===== src/core/chgp_pkg.sv =====
package chgp_pkg;
  // timing base and figures
  localparam int unsigned CLK_HZ        = 25_000_000;
  localparam int unsigned CLK_KHZ       = CLK_HZ / 1000;
  localparam int unsigned T_BOOST_MS    = 30;
  localparam int unsigned T_BIAS_TYP_MS = 220;
  localparam int unsigned T_BIAS_MIN_MS = 100;
  localparam int unsigned T_CONTACT_MS  = 40;
  localparam int unsigned T_DCD_TMO_MS  = 500;
  localparam int unsigned T_RETRY_S     = 2;
  localparam int unsigned BOOST_DLY_CYC = T_BOOST_MS * CLK_KHZ;
  localparam int unsigned BIAS_DLY_CYC  = T_BIAS_TYP_MS * CLK_KHZ;
  localparam int unsigned CONTACT_CYC   = T_CONTACT_MS * CLK_KHZ;
  localparam int unsigned DCD_TMO_CYC   = T_DCD_TMO_MS * CLK_KHZ;
  localparam int unsigned RETRY_CYC     = T_RETRY_S * CLK_HZ;
  localparam int unsigned TMR_W         = 26;
  typedef logic [TMR_W-1:0] chgp_tmr_t;

  // register byte offsets
  localparam logic [7:0] ADDR_INLIM  = 8'h00;
  localparam logic [7:0] ADDR_CHGCFG = 8'h04;
  localparam logic [7:0] ADDR_TIMER  = 8'h08;
  localparam logic [7:0] ADDR_BOOST  = 8'h0c;
  localparam logic [7:0] ADDR_MISC   = 8'h10;
  localparam logic [7:0] ADDR_STATUS = 8'h14;
  localparam logic [7:0] ADDR_FAULT  = 8'h18;

  // field positions
  localparam int unsigned FLD_HIZ     = 7;
  localparam int unsigned FLD_LIM     = 0;
  localparam int unsigned FLD_REGRST  = 7;
  localparam int unsigned FLD_CHGCFG  = 4;
  localparam int unsigned FLD_WDOG    = 4;
  localparam int unsigned FLD_BOOST_LEVEL_SELECT  = 4;
  localparam int unsigned FLD_FORCE   = 7;
  localparam int unsigned FLD_SW_OFF  = 5;
  localparam int unsigned FLD_SRC     = 6;
  localparam int unsigned FLD_PG      = 2;
  localparam int unsigned FLD_BFAULT  = 6;

  // values after reset
  localparam logic [2:0] LIM_RST       = 3'h2;
  localparam logic [1:0] CHGCFG_RST    = 2'h1;
  localparam logic [1:0] WDOG_RST      = 2'h1;
  localparam logic [3:0] BOOST_LEVEL_SELECT_RST    = 4'h7;

  // encodings
  localparam logic [2:0] ILIM_100MA    = 3'h0;
  localparam logic [2:0] ILIM_500MA    = 3'h2;
  localparam logic [2:0] ILIM_1A       = 3'h4;
  localparam logic [2:0] ILIM_2A       = 3'h6;
  localparam logic [2:0] ILIM_3A       = 3'h7;
  localparam logic [1:0] SRC_NONE      = 2'h0;
  localparam logic [1:0] SRC_HOST      = 2'h1;
  localparam logic [1:0] SRC_ADAPTER   = 2'h2;
  localparam logic [1:0] SRC_BOOST     = 2'h3;
  localparam logic [1:0] CHGCFG_BOOST  = 2'h2;
  localparam logic [1:0] NSTD_DIV1     = 2'h1;
  localparam logic [1:0] NSTD_DIV2     = 2'h2;
  localparam logic [1:0] NSTD_DIV3     = 2'h3;
  localparam logic [1:0] RESP_OKAY     = 2'h0;
  localparam logic [1:0] RESP_SLVERR   = 2'h2;

  typedef enum logic [1:0] {Q_IDLE, Q_CHECK, Q_RETRY, Q_GOOD} chgp_qual_e;
  typedef enum logic [2:0] {D_IDLE, D_DCD_ON, D_DCD_WAIT, D_PRI, D_NSTD} chgp_det_e;

  typedef struct packed {
    logic       bat_above_depl;
    logic       bat_above_low;
    logic       vin_above_uvlo;
    logic       vin_above_sleep;
    logic       vin_overvolt;
    logic       poor_src_ok;
    logic       sys_overload;
    logic       boost_fault;
    logic       dp_low;
    logic       dm_high;
    logic [1:0] nstd_class;
  } chgp_sense_t;

  typedef struct packed {
    logic dp_isrc;
    logic dm_pulldn;
    logic dp_vsrc;
    logic dm_isink;
  } chgp_dpdm_t;
endpackage


===== src/core/chgp_top.sv =====
// Contract
// - battery only and above depletion: close battery switch, bias regulator off.
// - system overload opens battery switch until input source attaches again.
// - host setting battery switch off bit opens the battery switch.
// - attach, write zero, watchdog, register reset, wake edge close switch, clear bit.
// - boost starts on battery ok, input low, pin high, config 10, 30ms.
// - source type reads 11 while boost is active.
// - boost level defaults to 5.1V and follows the four-bit select field.
// - boost fault sets fault bit 6 and asserts the interrupt.
// - input above battery plus margin closes blocking switch, charge mode on.
// - bias regulator on after undervoltage, sleep condition and 220ms delay.
// - any bias condition false keeps high impedance idle, regulator off.
// - qualified input sets power good bit, drives pin low, interrupts.
// - failed poor source check retries every 2 seconds.
// - after power good, detection runs on attach unless host holds idle.
// - detection reports source type, loads limit; host may overwrite limit.
// - contact detect first, then primary or non-standard detection.
// - primary detection drives 40ms; D- low is host, high charging port.
// - host port 500mA status 01, charging port 3A status 10.
// - non-standard per divider class status 10; none gives 00 and 500mA.
// - force bit runs detection at 100mA, clears itself, applies new limit.
//
// The implementer's own choices: the AXI4-Lite slave port and the address map.
`timescale 1ns/1ns
`default_nettype none
module chgp_top #(
  parameter chgp_pkg::chgp_tmr_t BOOST_DLY_CYC = chgp_pkg::chgp_tmr_t'(chgp_pkg::BOOST_DLY_CYC),
  parameter chgp_pkg::chgp_tmr_t BIAS_DLY_CYC  = chgp_pkg::chgp_tmr_t'(chgp_pkg::BIAS_DLY_CYC),
  parameter chgp_pkg::chgp_tmr_t CONTACT_CYC   = chgp_pkg::chgp_tmr_t'(chgp_pkg::CONTACT_CYC),
  parameter chgp_pkg::chgp_tmr_t DCD_TMO_CYC   = chgp_pkg::chgp_tmr_t'(chgp_pkg::DCD_TMO_CYC),
  parameter chgp_pkg::chgp_tmr_t RETRY_CYC     = chgp_pkg::chgp_tmr_t'(chgp_pkg::RETRY_CYC)
) (
  input  wire logic                  CORE_CLK,        // core clock
  input  wire logic                  SYS_RST,         // async reset, high
  input  wire chgp_pkg::chgp_sense_t SENSE,           // comparator levels
  input  wire logic                  BOOST_PIN,       // boost enable pin
  input  wire logic                  SHIP_WAKE_PIN,   // wake from shipping
  input  wire logic                  WDOG_EXPIRED,    // watchdog expiry pulse
  output logic                       BATTERY_SWITCH,  // battery switch closed
  output logic                       BIAS_REG_EN,     // internal bias regulator on
  output logic                       HIGH_IMP_IDLE,   // idle, regulator off
  output logic                       INPUT_BLOCKING_SWITCH, // input switch closed
  output logic                       CHARGE_MODE,     // charge mode on
  output logic                       BOOST_EN,        // boost running
  output logic [3:0]                 BOOST_LEVEL_SELECT, // boost level code
  output logic                       POWER_GOOD_N_PIN, // low when good
  output logic                       INT_PULSE,       // interrupt event
  output logic [2:0]                 ILIM_ACTIVE,     // limit in force
  output chgp_pkg::chgp_dpdm_t       DPDM_DRV,        // D+/D- drivers
  input  wire logic [7:0]            S_AXI_AWADDR,    // write address
  input  wire logic                  S_AXI_AWVALID,   // write address valid
  output logic                       S_AXI_AWREADY,   // write address ready
  input  wire logic [31:0]           S_AXI_WDATA,     // write data
  input  wire logic [3:0]            S_AXI_WSTRB,     // byte enables
  input  wire logic                  S_AXI_WVALID,    // write data valid
  output logic                       S_AXI_WREADY,    // write data ready
  output logic [1:0]                 S_AXI_BRESP,     // write response
  output logic                       S_AXI_BVALID,    // write response valid
  input  wire logic                  S_AXI_BREADY,    // write response ready
  input  wire logic [7:0]            S_AXI_ARADDR,    // read address
  input  wire logic                  S_AXI_ARVALID,   // read address valid
  output logic                       S_AXI_ARREADY,   // read address ready
  output logic [31:0]                S_AXI_RDATA,     // read data
  output logic [1:0]                 S_AXI_RRESP,     // read response
  output logic                       S_AXI_RVALID,    // read data valid
  input  wire logic                  S_AXI_RREADY     // read data ready
);

  typedef struct packed {
    logic                 aw_ok;
    logic [7:0]           aw_addr;
    logic                 w_ok;
    logic [7:0]           w_data;
    logic                 w_strb0;
    logic                 bvalid;
    logic [1:0]           bresp;
    logic                 rvalid;
    logic [7:0]           rdata;
    logic [1:0]           rresp;
    logic                 high_impedance_idle;
    logic [2:0]           lim;
    logic [1:0]           chgcfg;
    logic [1:0]           wdog;
    logic [3:0]           boost_level_select;
    logic                 force_det;
    logic                 sw_off;
    logic                 sw_trip;
    logic                 sw_on;
    logic                 vin_d;
    logic                 wake_d;
    logic [1:0]           src;
    logic                 pg;
    logic                 bfault;
    logic                 irq;
    logic                 boost_on;
    chgp_pkg::chgp_tmr_t  boost_cnt;
    logic                 bias_on;
    chgp_pkg::chgp_tmr_t  bias_cnt;
    chgp_pkg::chgp_qual_e qst;
    chgp_pkg::chgp_tmr_t  qual_cnt;
    chgp_pkg::chgp_det_e  dst;
    chgp_pkg::chgp_tmr_t  det_cnt;
    logic                 det_pend;
  } chgp_state_t;

  chgp_state_t s_r;
  chgp_state_t s_nxt;

  logic       wr_go;
  logic       rd_go;
  logic       attach;
  logic       wake_rise;
  logic       boost_req;
  logic       bias_cond;
  logic [7:0] wd;
  logic [7:0] rmux;
  logic       rhit;

  assign S_AXI_AWREADY         = !s_r.aw_ok && !s_r.bvalid;
  assign S_AXI_WREADY          = !s_r.w_ok && !s_r.bvalid;
  assign S_AXI_ARREADY         = !s_r.rvalid;
  assign S_AXI_BVALID          = s_r.bvalid;
  assign S_AXI_BRESP           = s_r.bresp;
  assign S_AXI_RVALID          = s_r.rvalid;
  assign S_AXI_RRESP           = s_r.rresp;
  assign S_AXI_RDATA           = {24'h000000, s_r.rdata};
  assign BATTERY_SWITCH        = s_r.sw_on;
  assign BIAS_REG_EN           = s_r.bias_on;
  assign HIGH_IMP_IDLE         = !s_r.bias_on;
  assign INPUT_BLOCKING_SWITCH = s_r.vin_d && SENSE.vin_above_sleep;
  assign CHARGE_MODE           = s_r.vin_d && SENSE.vin_above_sleep;
  assign BOOST_EN              = s_r.boost_on;
  assign BOOST_LEVEL_SELECT    = s_r.boost_level_select;
  assign POWER_GOOD_N_PIN      = !s_r.pg;
  assign INT_PULSE             = s_r.irq;
  // limit held at 100mA while detection runs
  assign ILIM_ACTIVE = (s_r.dst != chgp_pkg::D_IDLE) ? chgp_pkg::ILIM_100MA : s_r.lim;
  assign DPDM_DRV.dp_isrc   = (s_r.dst == chgp_pkg::D_DCD_ON) || (s_r.dst == chgp_pkg::D_DCD_WAIT);
  assign DPDM_DRV.dm_pulldn = (s_r.dst == chgp_pkg::D_DCD_ON) || (s_r.dst == chgp_pkg::D_DCD_WAIT);
  assign DPDM_DRV.dp_vsrc   = (s_r.dst == chgp_pkg::D_PRI);
  assign DPDM_DRV.dm_isink  = (s_r.dst == chgp_pkg::D_PRI);

  always_comb begin
    rhit = 1'b1;
    rmux = 8'h00;
    unique case (S_AXI_ARADDR)
      chgp_pkg::ADDR_INLIM:  rmux = {s_r.high_impedance_idle, 4'h0, s_r.lim};
      chgp_pkg::ADDR_CHGCFG: rmux = {2'h0, s_r.chgcfg, 4'h0};
      chgp_pkg::ADDR_TIMER:  rmux = {2'h0, s_r.wdog, 4'h0};
      chgp_pkg::ADDR_BOOST:  rmux = {s_r.boost_level_select, 4'h0};
      chgp_pkg::ADDR_MISC:   rmux = {s_r.force_det, 1'b0, s_r.sw_off, 5'h00};
      chgp_pkg::ADDR_STATUS: rmux = {(s_r.boost_on ? chgp_pkg::SRC_BOOST : s_r.src),
                                     3'h0, s_r.pg, 2'h0};
      chgp_pkg::ADDR_FAULT:  rmux = {1'b0, s_r.bfault, 6'h00};
      default:               rhit = 1'b0;
    endcase
  end

  always_comb begin
    s_nxt     = s_r;
    wd        = s_r.w_data;
    wr_go     = s_r.aw_ok && s_r.w_ok && !s_r.bvalid;
    rd_go     = S_AXI_ARVALID && !s_r.rvalid;
    attach    = SENSE.vin_above_uvlo && !s_r.vin_d;
    wake_rise = SHIP_WAKE_PIN && !s_r.wake_d;
    s_nxt.vin_d  = SENSE.vin_above_uvlo;
    s_nxt.wake_d = SHIP_WAKE_PIN;
    s_nxt.irq    = 1'b0;

    // bus channels
    if (S_AXI_AWVALID && S_AXI_AWREADY) begin
      s_nxt.aw_ok   = 1'b1;
      s_nxt.aw_addr = S_AXI_AWADDR;
    end
    if (S_AXI_WVALID && S_AXI_WREADY) begin
      s_nxt.w_ok    = 1'b1;
      s_nxt.w_data  = S_AXI_WDATA[7:0];
      s_nxt.w_strb0 = S_AXI_WSTRB[0];
    end
    if (s_r.bvalid && S_AXI_BREADY) begin
      s_nxt.bvalid = 1'b0;
    end
    if (s_r.rvalid && S_AXI_RREADY) begin
      s_nxt.rvalid = 1'b0;
    end
    if (rd_go) begin
      s_nxt.rvalid = 1'b1;
      s_nxt.rdata  = rmux;
      s_nxt.rresp  = rhit ? chgp_pkg::RESP_OKAY : chgp_pkg::RESP_SLVERR;
      if (S_AXI_ARADDR == chgp_pkg::ADDR_FAULT) begin
        s_nxt.bfault = 1'b0;
      end
    end

    // shipping mode wake events close the switch again
    if (attach || WDOG_EXPIRED || wake_rise) begin
      s_nxt.sw_off = 1'b0;
    end
    // re-attach of the input releases an overload trip
    if (attach) begin
      s_nxt.sw_trip = 1'b0;
    end

    if (wr_go) begin
      s_nxt.aw_ok  = 1'b0;
      s_nxt.w_ok   = 1'b0;
      s_nxt.bvalid = 1'b1;
      s_nxt.bresp  = chgp_pkg::RESP_OKAY;
      unique case (s_r.aw_addr)
        chgp_pkg::ADDR_INLIM: begin
          if (s_r.w_strb0) begin
            s_nxt.high_impedance_idle = wd[chgp_pkg::FLD_HIZ];
            s_nxt.lim = wd[chgp_pkg::FLD_LIM +: 3];
          end
        end
        chgp_pkg::ADDR_CHGCFG: begin
          if (s_r.w_strb0 && wd[chgp_pkg::FLD_REGRST]) begin
            s_nxt.high_impedance_idle       = 1'b0;
            s_nxt.lim       = chgp_pkg::LIM_RST;
            s_nxt.chgcfg    = chgp_pkg::CHGCFG_RST;
            s_nxt.wdog      = chgp_pkg::WDOG_RST;
            s_nxt.boost_level_select    = chgp_pkg::BOOST_LEVEL_SELECT_RST;
            s_nxt.force_det = 1'b0;
            s_nxt.sw_off    = 1'b0;
          end else if (s_r.w_strb0) begin
            s_nxt.chgcfg = wd[chgp_pkg::FLD_CHGCFG +: 2];
          end
        end
        chgp_pkg::ADDR_TIMER: begin
          if (s_r.w_strb0) begin
            s_nxt.wdog = wd[chgp_pkg::FLD_WDOG +: 2];
          end
        end
        chgp_pkg::ADDR_BOOST: begin
          if (s_r.w_strb0) begin
            s_nxt.boost_level_select = wd[chgp_pkg::FLD_BOOST_LEVEL_SELECT +: 4];
          end
        end
        chgp_pkg::ADDR_MISC: begin
          if (s_r.w_strb0) begin
            s_nxt.force_det = wd[chgp_pkg::FLD_FORCE];
            s_nxt.sw_off    = wd[chgp_pkg::FLD_SW_OFF];
          end
        end
        default: begin
          s_nxt.bresp = chgp_pkg::RESP_SLVERR;
        end
      endcase
    end

    // battery switch
    if (SENSE.sys_overload) begin
      s_nxt.sw_trip = 1'b1;
    end
    s_nxt.sw_on = SENSE.bat_above_depl && !s_nxt.sw_off && !s_nxt.sw_trip;

    // boost start conditions and delay
    boost_req = SENSE.bat_above_low && !SENSE.vin_above_sleep && BOOST_PIN
                && (s_r.chgcfg == chgp_pkg::CHGCFG_BOOST);
    if (!boost_req) begin
      s_nxt.boost_cnt = '0;
      s_nxt.boost_on  = 1'b0;
    end else if (s_r.boost_cnt == BOOST_DLY_CYC - 1'b1) begin
      s_nxt.boost_on = 1'b1;
    end else begin
      s_nxt.boost_cnt = s_r.boost_cnt + 1'b1;
    end
    if (s_r.boost_on && SENSE.boost_fault) begin
      s_nxt.bfault = 1'b1;
      if (!s_r.bfault) begin
        s_nxt.irq = 1'b1;
      end
    end

    // bias regulator enable
    bias_cond = SENSE.vin_above_uvlo && !s_r.high_impedance_idle
                && (s_r.boost_on ? !SENSE.vin_above_sleep : SENSE.vin_above_sleep);
    if (!bias_cond) begin
      s_nxt.bias_cnt = '0;
      s_nxt.bias_on  = 1'b0;
    end else if (s_r.bias_cnt == BIAS_DLY_CYC - 1'b1) begin
      s_nxt.bias_on = 1'b1;
    end else begin
      s_nxt.bias_cnt = s_r.bias_cnt + 1'b1;
    end

    // input source qualification
    unique case (s_r.qst)
      chgp_pkg::Q_IDLE: begin
        if (s_r.bias_on) begin
          s_nxt.qst = chgp_pkg::Q_CHECK;
        end
      end
      chgp_pkg::Q_CHECK: begin
        if (!SENSE.vin_overvolt && SENSE.poor_src_ok) begin
          s_nxt.qst      = chgp_pkg::Q_GOOD;
          s_nxt.pg       = 1'b1;
          s_nxt.irq      = 1'b1;
          s_nxt.det_pend = 1'b1;
        end else if (!SENSE.vin_overvolt) begin
          s_nxt.qst      = chgp_pkg::Q_RETRY;
          s_nxt.qual_cnt = '0;
        end
      end
      chgp_pkg::Q_RETRY: begin
        if (s_r.qual_cnt == RETRY_CYC - 1'b1) begin
          s_nxt.qst = chgp_pkg::Q_CHECK;
        end else begin
          s_nxt.qual_cnt = s_r.qual_cnt + 1'b1;
        end
      end
      chgp_pkg::Q_GOOD: begin
        if (SENSE.vin_overvolt) begin
          s_nxt.qst = chgp_pkg::Q_CHECK;
          s_nxt.pg  = 1'b0;
        end
      end
    endcase
    if (!s_r.bias_on) begin
      s_nxt.qst      = chgp_pkg::Q_IDLE;
      s_nxt.pg       = 1'b0;
      s_nxt.det_pend = 1'b0;
    end

    // D+/D- source detection
    s_nxt.det_cnt = s_r.det_cnt + 1'b1;
    unique case (s_r.dst)
      chgp_pkg::D_IDLE: begin
        s_nxt.det_cnt = '0;
        if (s_r.pg && !s_r.high_impedance_idle && (s_r.det_pend || s_r.force_det)) begin
          s_nxt.dst      = chgp_pkg::D_DCD_ON;
          s_nxt.det_pend = 1'b0;
          s_nxt.src      = chgp_pkg::SRC_NONE;
        end
      end
      chgp_pkg::D_DCD_ON: begin
        if (s_r.det_cnt == CONTACT_CYC - 1'b1) begin
          s_nxt.dst     = chgp_pkg::D_DCD_WAIT;
          s_nxt.det_cnt = '0;
        end
      end
      chgp_pkg::D_DCD_WAIT: begin
        s_nxt.det_cnt = '0;
        if (SENSE.dp_low) begin
          s_nxt.dst = chgp_pkg::D_PRI;
        end else if (s_r.det_cnt == DCD_TMO_CYC - 1'b1) begin
          s_nxt.dst = chgp_pkg::D_NSTD;
        end else begin
          s_nxt.det_cnt = s_r.det_cnt + 1'b1;
        end
      end
      chgp_pkg::D_PRI: begin
        if (s_r.det_cnt == CONTACT_CYC - 1'b1) begin
          s_nxt.dst       = chgp_pkg::D_IDLE;
          s_nxt.force_det = 1'b0;
          if (SENSE.dm_high) begin
            s_nxt.src = chgp_pkg::SRC_ADAPTER;
            s_nxt.lim = chgp_pkg::ILIM_3A;
          end else begin
            s_nxt.src = chgp_pkg::SRC_HOST;
            s_nxt.lim = chgp_pkg::ILIM_500MA;
          end
        end
      end
      chgp_pkg::D_NSTD: begin
        s_nxt.dst       = chgp_pkg::D_IDLE;
        s_nxt.force_det = 1'b0;
        s_nxt.src       = chgp_pkg::SRC_ADAPTER;
        unique case (SENSE.nstd_class)
          chgp_pkg::NSTD_DIV1: s_nxt.lim = chgp_pkg::ILIM_2A;
          chgp_pkg::NSTD_DIV2: s_nxt.lim = chgp_pkg::ILIM_2A;
          chgp_pkg::NSTD_DIV3: s_nxt.lim = chgp_pkg::ILIM_1A;
          default: begin
            s_nxt.src = chgp_pkg::SRC_NONE;
            s_nxt.lim = chgp_pkg::ILIM_500MA;
          end
        endcase
      end
      default: begin
        s_nxt.dst = chgp_pkg::D_IDLE;
      end
    endcase
    if (!s_r.pg) begin
      s_nxt.dst = chgp_pkg::D_IDLE;
      s_nxt.src = chgp_pkg::SRC_NONE;
    end
  end

  always_ff @(posedge CORE_CLK or posedge SYS_RST) begin
    if (SYS_RST) begin
      s_r        <= '0;
      s_r.lim    <= chgp_pkg::LIM_RST;
      s_r.chgcfg <= chgp_pkg::CHGCFG_RST;
      s_r.wdog   <= chgp_pkg::WDOG_RST;
      s_r.boost_level_select <= chgp_pkg::BOOST_LEVEL_SELECT_RST;
      s_r.qst    <= chgp_pkg::Q_IDLE;
      s_r.dst    <= chgp_pkg::D_IDLE;
    end else begin
      s_r <= s_nxt;
    end
  end

endmodule // chgp_top
`default_nettype wire


===== config.mk =====
export PLATFORM = sky130hd
export DESIGN_NAME = chgp_top
export DESIGN_NICKNAME = d
export VERILOG_FILES = /design/src/core/chgp_pkg.sv /design/src/core/chgp_top.sv
export SDC_FILE = /design/constraint.sdc
export NUM_CORES = 1
export LEC_CHECK = 0
export BUFFER_PORTS_ARGS = -buffer_cell sky130_fd_sc_hd__clkbuf_2
export CAP_MARGIN = 20
export CORE_ASPECT_RATIO = 1.4
export CORE_MARGIN = 8
export CORE_UTILIZATION = 30
export DETAILED_ROUTE_END_ITERATION = 10
export GPL_TIMING_DRIVEN = 0
export HOLD_SLACK_MARGIN = 0.02
export PLACE_DENSITY = 0.47
export SYNTH_ARGS = -nofsm -noshare
export SYNTH_HDL_FRONTEND = slang
export SYNTH_SLANG_ARGS = --single-unit

===== constraint.sdc =====
create_clock -name CORE_CLK -period 5.2 [get_ports CORE_CLK]
set_clock_uncertainty 0.2 [all_clocks]
set_input_delay 0.26 -clock CORE_CLK [delete_from_list [all_inputs] [get_ports CORE_CLK]]
set_output_delay 0.26 -clock CORE_CLK [all_outputs]
set_load 0.03 [all_outputs]

# Word level (Yosys, flattened, before mapping)
# Cells that the tools add are included.
# classes
add_sub_neg,4
n_eq_ne,47
mux,83
n_reduce_logical,71
# op_table
op,n
$mux W26,6
$add A26 B1 Y26 const B,4
$pmux W26 S3,1
$pmux W8 S7,1
$mux W27,2
$eq A26 B20 Y1 const B,2
$pmux W26 S2,1
$mux W2,17
$eq A8 B4 Y1 const B,4
$eq A8 B5 Y1 const B,4
$mux W29,1
$mux W28,1
$mux W3,9
$eq A26 B23 Y1 const B,1
$eq A26 B24 Y1 const B,1
$eq A26 B26 Y1 const B,1
$mux W1,25
$logic_and A1 B1 Y1,24
$reduce_bool A2 Y1,11
$reduce_and A4 Y1,5
$ne A2 B2 Y1 const B,9
$eq A8 B3 Y1 const B,2
$logic_not A8 Y1,2
$pmux W4 S2,2
other kinds (35),69
# word_totals
ff_bits,168
inputBits,74

# Logic depth before layout (Yosys ltp)
# depth
depth_word,11
ltp_mapped,8
depth_no_buf,6

# Least setup slack after synthesis
# Ideal clock, no wire load.
# synth_timing
path_kind,reg-to-reg
start,reg s_r[7] in the netlist's numbering
end,reg s_r[10] in the netlist's numbering
arrival_ns,2.284
t_required_ns,4.881
path_slack_ns,2.597
stages_incl_launch_ff,8
path_buffers,2
period_less_slack_ns,2.603
cell_sequence,dfrtp_1 -> or4_4 -> or4_1 -> or3_1 -> buf_2 -> o32ai_4 -> buf_6 -> nor2_1
# synth_rtl
element,line,rtl
start: declaration,chgp_top.sv:106,chgp_state_t s_r;
start signal: assignment,chgp_top.sv:399,s_r <= s_nxt;

==> impl_metrics.py <==
metrics = {
    "run_status": {
        "status": "finished, final reports clean",
    },
    "floorplanning": {
        "ios": 134,
        "core_mm2": 0.0281,
        "die_area_mm2": 0.0341,
        "die_x_um": 158,
        "rows": 73,
        "initial_core_util_pct": 30.3,
        "die_height_um": 215,
    },
    "power_and_ir_drop": {
        "p_leak_uw": 0.00433,
        "ir_worst_vdd_v": 0.000239,
        "power.total_uw": 3330,
        "power_density_mw_per_mm2": 319,
    },
    "worst_setup_path": {
        "crit_type": "reg2reg",
        "crit_family": "simple AND/OR/NAND/NOR gates",
        "crit_path_cell_trace": "ha_1 > nand4_1 > or4_1 > or3_1 > buf_2 > o32ai_4 > buf_6 > nor2_1",
        "crit_path_max_incr_delay_ps": 610,
        "critPathBufInv": 2,
        "cp.required_ps": 5320,
        "path_depth": 8,
        "r2r-end": "s_r[6]",
        "end_kind": "register",
        "cp.arrival_ps": 2990,
        "critical_path.max_fanout": 10,
        "r2r_setup_slack_ps": 2330,
        "cp_slowest_cell": "or4_1",
        "reg2regPathDepth": 8,
        "r2r-start": "s_r[1]",
        "cp-start-kind": "register",
        "crit_end": "s_r[6]",
        "critPathLaunch": "s_r[1]",
    },
    "route": {
        "postRouteAntennaNets": 0,
        "avgViaCountPerCell": 4.73,
        "wl_per_cell_um": 14.7,
        "routed_wirelength_um": 21100,
        "num_vias": 6802,
        "initialDrtViolationCount": 303,
        "drc": 0,
        "drtPass1Iterations": 4,
    },
    "clock_tree": {
        "worstSkewPairLatency_ps": 430,
        "cts_root_buf": "clkbuf_16",
        "cts_setup_buffers": 0,
        "cts_tree": "done",
        "cts.htree.levels": 4,
        "clock_path_buffers": 2,
        "cts_sinks": 164,
        "cts.clk_slew.worst_paths_ps": 70,
        "numCtsBuffers": 17,
    },
    "global_routing": {
        "grt_pass1_vias": 6898,
        "grt_pass1_wl_um": 35500,
        "grt_antenna_before_repair": 1,
        "grt_max_degree": 84,
        "grt_overflow": 0,
        "track_usage_pct": 13.0,
    },
    "hold_path": {
        "hold_path_class": "in2reg",
    },
    "sta": {
        "finalSetupTns_ps": 0,
        "hold_viol": 0,
        "hold_ws_ps": 25.6,
        "fmax_ghz": 0.349,
        "max_slew.worst_pin.slew_ps": 1060,
        "slew_headroom_pct": 29.0,
        "rsz0062_at_grt": "false",
        "maxSlewViolCount": 0,
        "min_period_over_period_pct": 55.1,
        "setup_viol": 0,
        "finalCriticalPeriod_ps": 2870,
    },
    "synthesis": {
        "synth.avg_cell_area_um2": 9.52,
        "synth_cell_types": 57,
        "synth-seq-cells": 164,
        "ys.flop_type": "dfrtp_1",
        "ys_seq_area_share_pct": 48.3,
        "syn_inst": 894,
        "synth_area_mm2": 0.00851,
        "ys_warn_count": 0,
        "async_reset_ff_share_pct": 100,
        "synth-edff-count": 0,
    },
    "layout": {
        "fin_util_pct": 37.1,
        "nets": 1128,
        "area_growth_pct": 22.5,
        "n_antenna_cell": 0,
        "fin_cells": 1438,
        "final_layout_size_suffix_gt1_share_pct": 17.8,
        "nFillCells": 2925,
    },
    "job": {
        "max_cap_viol_count": 0,
    },
    "place": {
        "place.gp.congestion": 0.771,
        "post-dp-hpwl_um": 15500,
        "io_buffers": 78,
        "dp.cells": 1375,
    },
}
## repair_timing
action	CTS	global route
resized for setup	0	0
hold buffers	31	0
endpoints found under the hold margin	111	0
## tightest hold or removal path, stage by stage
cell      delay [ps]
clkbuf_2         110
a21oi_1           80
o21a_1           170
## layout make-up
cell class / count / area, µm² / area share, %
clock inverter: 15 / 180 / 1.73
clock buffer: 17 / 425 / 4.08
inverter: 26 / 105 / 1.01
timing repair buffer: 111 / 736 / 7.05
tap: 375 / 469 / 4.50
multi-input combinational: 657 / 3950 / 37.9
buffer: 73 / 452 / 4.33
sequential: 164 / 4110 / 39.4
## through the flow
stage	setup slack (ps)	area (µm²)
6_report	2330	10400
5_1_grt	2090	10400
4_1_cts	2270	10400
3_5_place_dp	2290	9510
3_3_place_gp	-2130	9470
2_1_floorplan	317	8610
## layer usage
metal  global-route usage (%)  wire, µm
met1                     15.6      9350
met2                     22.5     10700
met3                     2.77       651
met4                     4.32       396
met5                        0        13
## layout by cell type (no fill, tap or decap), types with 8 or more instances in the layout
cell	n
mux2_2	14
clkbuf_2	78
nor3_1	30
o31ai_1	9
xnor2_1	33
mux2i_1	8
conb_1	27
o211ai_1	9
xor2_1	43
o21ai_0	37
or3_1	18
nand2b_1	10
inv_1	25
and3_1	16
and2_1	11
and4_1	18
nand2_1	73
clkbuf_1	27
nor2_1	102
nor2b_1	14
dlygate4sd3_1	31
buf_4	44
nand4_1	28
nand3_1	46
a21oi_1	32
clkbuf_16	17
dfrtp_1	158
nor4_1	11
## worst min path at each step
stage	startpoint	end	slack, ps	depth (start not counted)
floorplan	SHIP_WAKE_PIN	s_r[117]	90	0
global placement	SHIP_WAKE_PIN	s_r[117]	200	1
detailed placement	SHIP_WAKE_PIN	s_r[117]	200	1
CTS	SENSE[7]	s_r[114]	20	3
global route	SENSE[7]	s_r[114]	40	3
finish	SENSE[7]	s_r[114]	30	3
## logic make-up (layout without fill, tap and decap cells)
family | count (synthesis) | count (layout) | share of synthesized area [%]
AOI/OAI and AO/OA | 124 | 124 | 9.33
buffers and inverters | 99 | 242 | 6.45
adders and majority gates | 4 | 4 | 0.588
muxes | 22 | 22 | 2.79
xor gates and xnor gates | 76 | 76 | 7.82
and+or+nand+nor | 404 | 404 | 24.7
DFF | 164 | 164 | 48.3
other | 1 | 27 | 0.0440
## synthesized netlist by cell type, drive strengths merged, types with 2 or more instances
cell type	n	area [µm²]
o21a	4	30.0
and4	18	158
nor3	30	150
and3	16	100
or2	3	18.8
and2	12	75.1
a211oi	4	30.0
inv	26	97.6
nand3	46	230
or4	8	67.6
dfstp	6	158
o311ai	2	17.5
nor2	102	383
a21o	3	22.5
nand4b	3	26.3
mux2i	8	80.1
xor2	43	377
o211ai	9	67.6
o31ai	9	67.6
or3	18	113
a22oi	3	22.5
clkbuf	27	101
mux2	14	158
nor4	12	81.3
a31oi	6	37.5
buf	46	350
nor4bb	2	20.0
o22a	2	17.5
a21oi	32	160
o21ai	37	185
dfrtp	158	3950
a41oi	3	26.3
nand2b	10	62.6
nand4	28	175
nand2	73	274
nor3b	2	15.0
a22o	4	35.0
nor4b	3	26.3
xnor2	33	289
ha	4	50.1
nor2b	14	87.6
## sequential cells by signal (all words and copies together), names as in the netlist
name and flops:
BOOST_LEVEL_SELECT 4, wd 7, S_AXI_BVALID 1, S_AXI_BRESP 1, s_r 138, S_AXI_RDATA 7
S_AXI_RRESP 1, INT_PULSE 1, BOOST_EN 1, S_AXI_RVALID 1, BATTERY_SWITCH 1, BIAS_REG_EN 1
## report_power, final
group | leakage (µW) | total, µW | switching, µW | internal, µW
combinational | 0.00193 | 533 | 320 | 213
clock | 0.000278 | 1310 | 554 | 758
sequential | 0.00212 | 1480 | 91.9 | 1390
(Power assumes the default switching activity.)
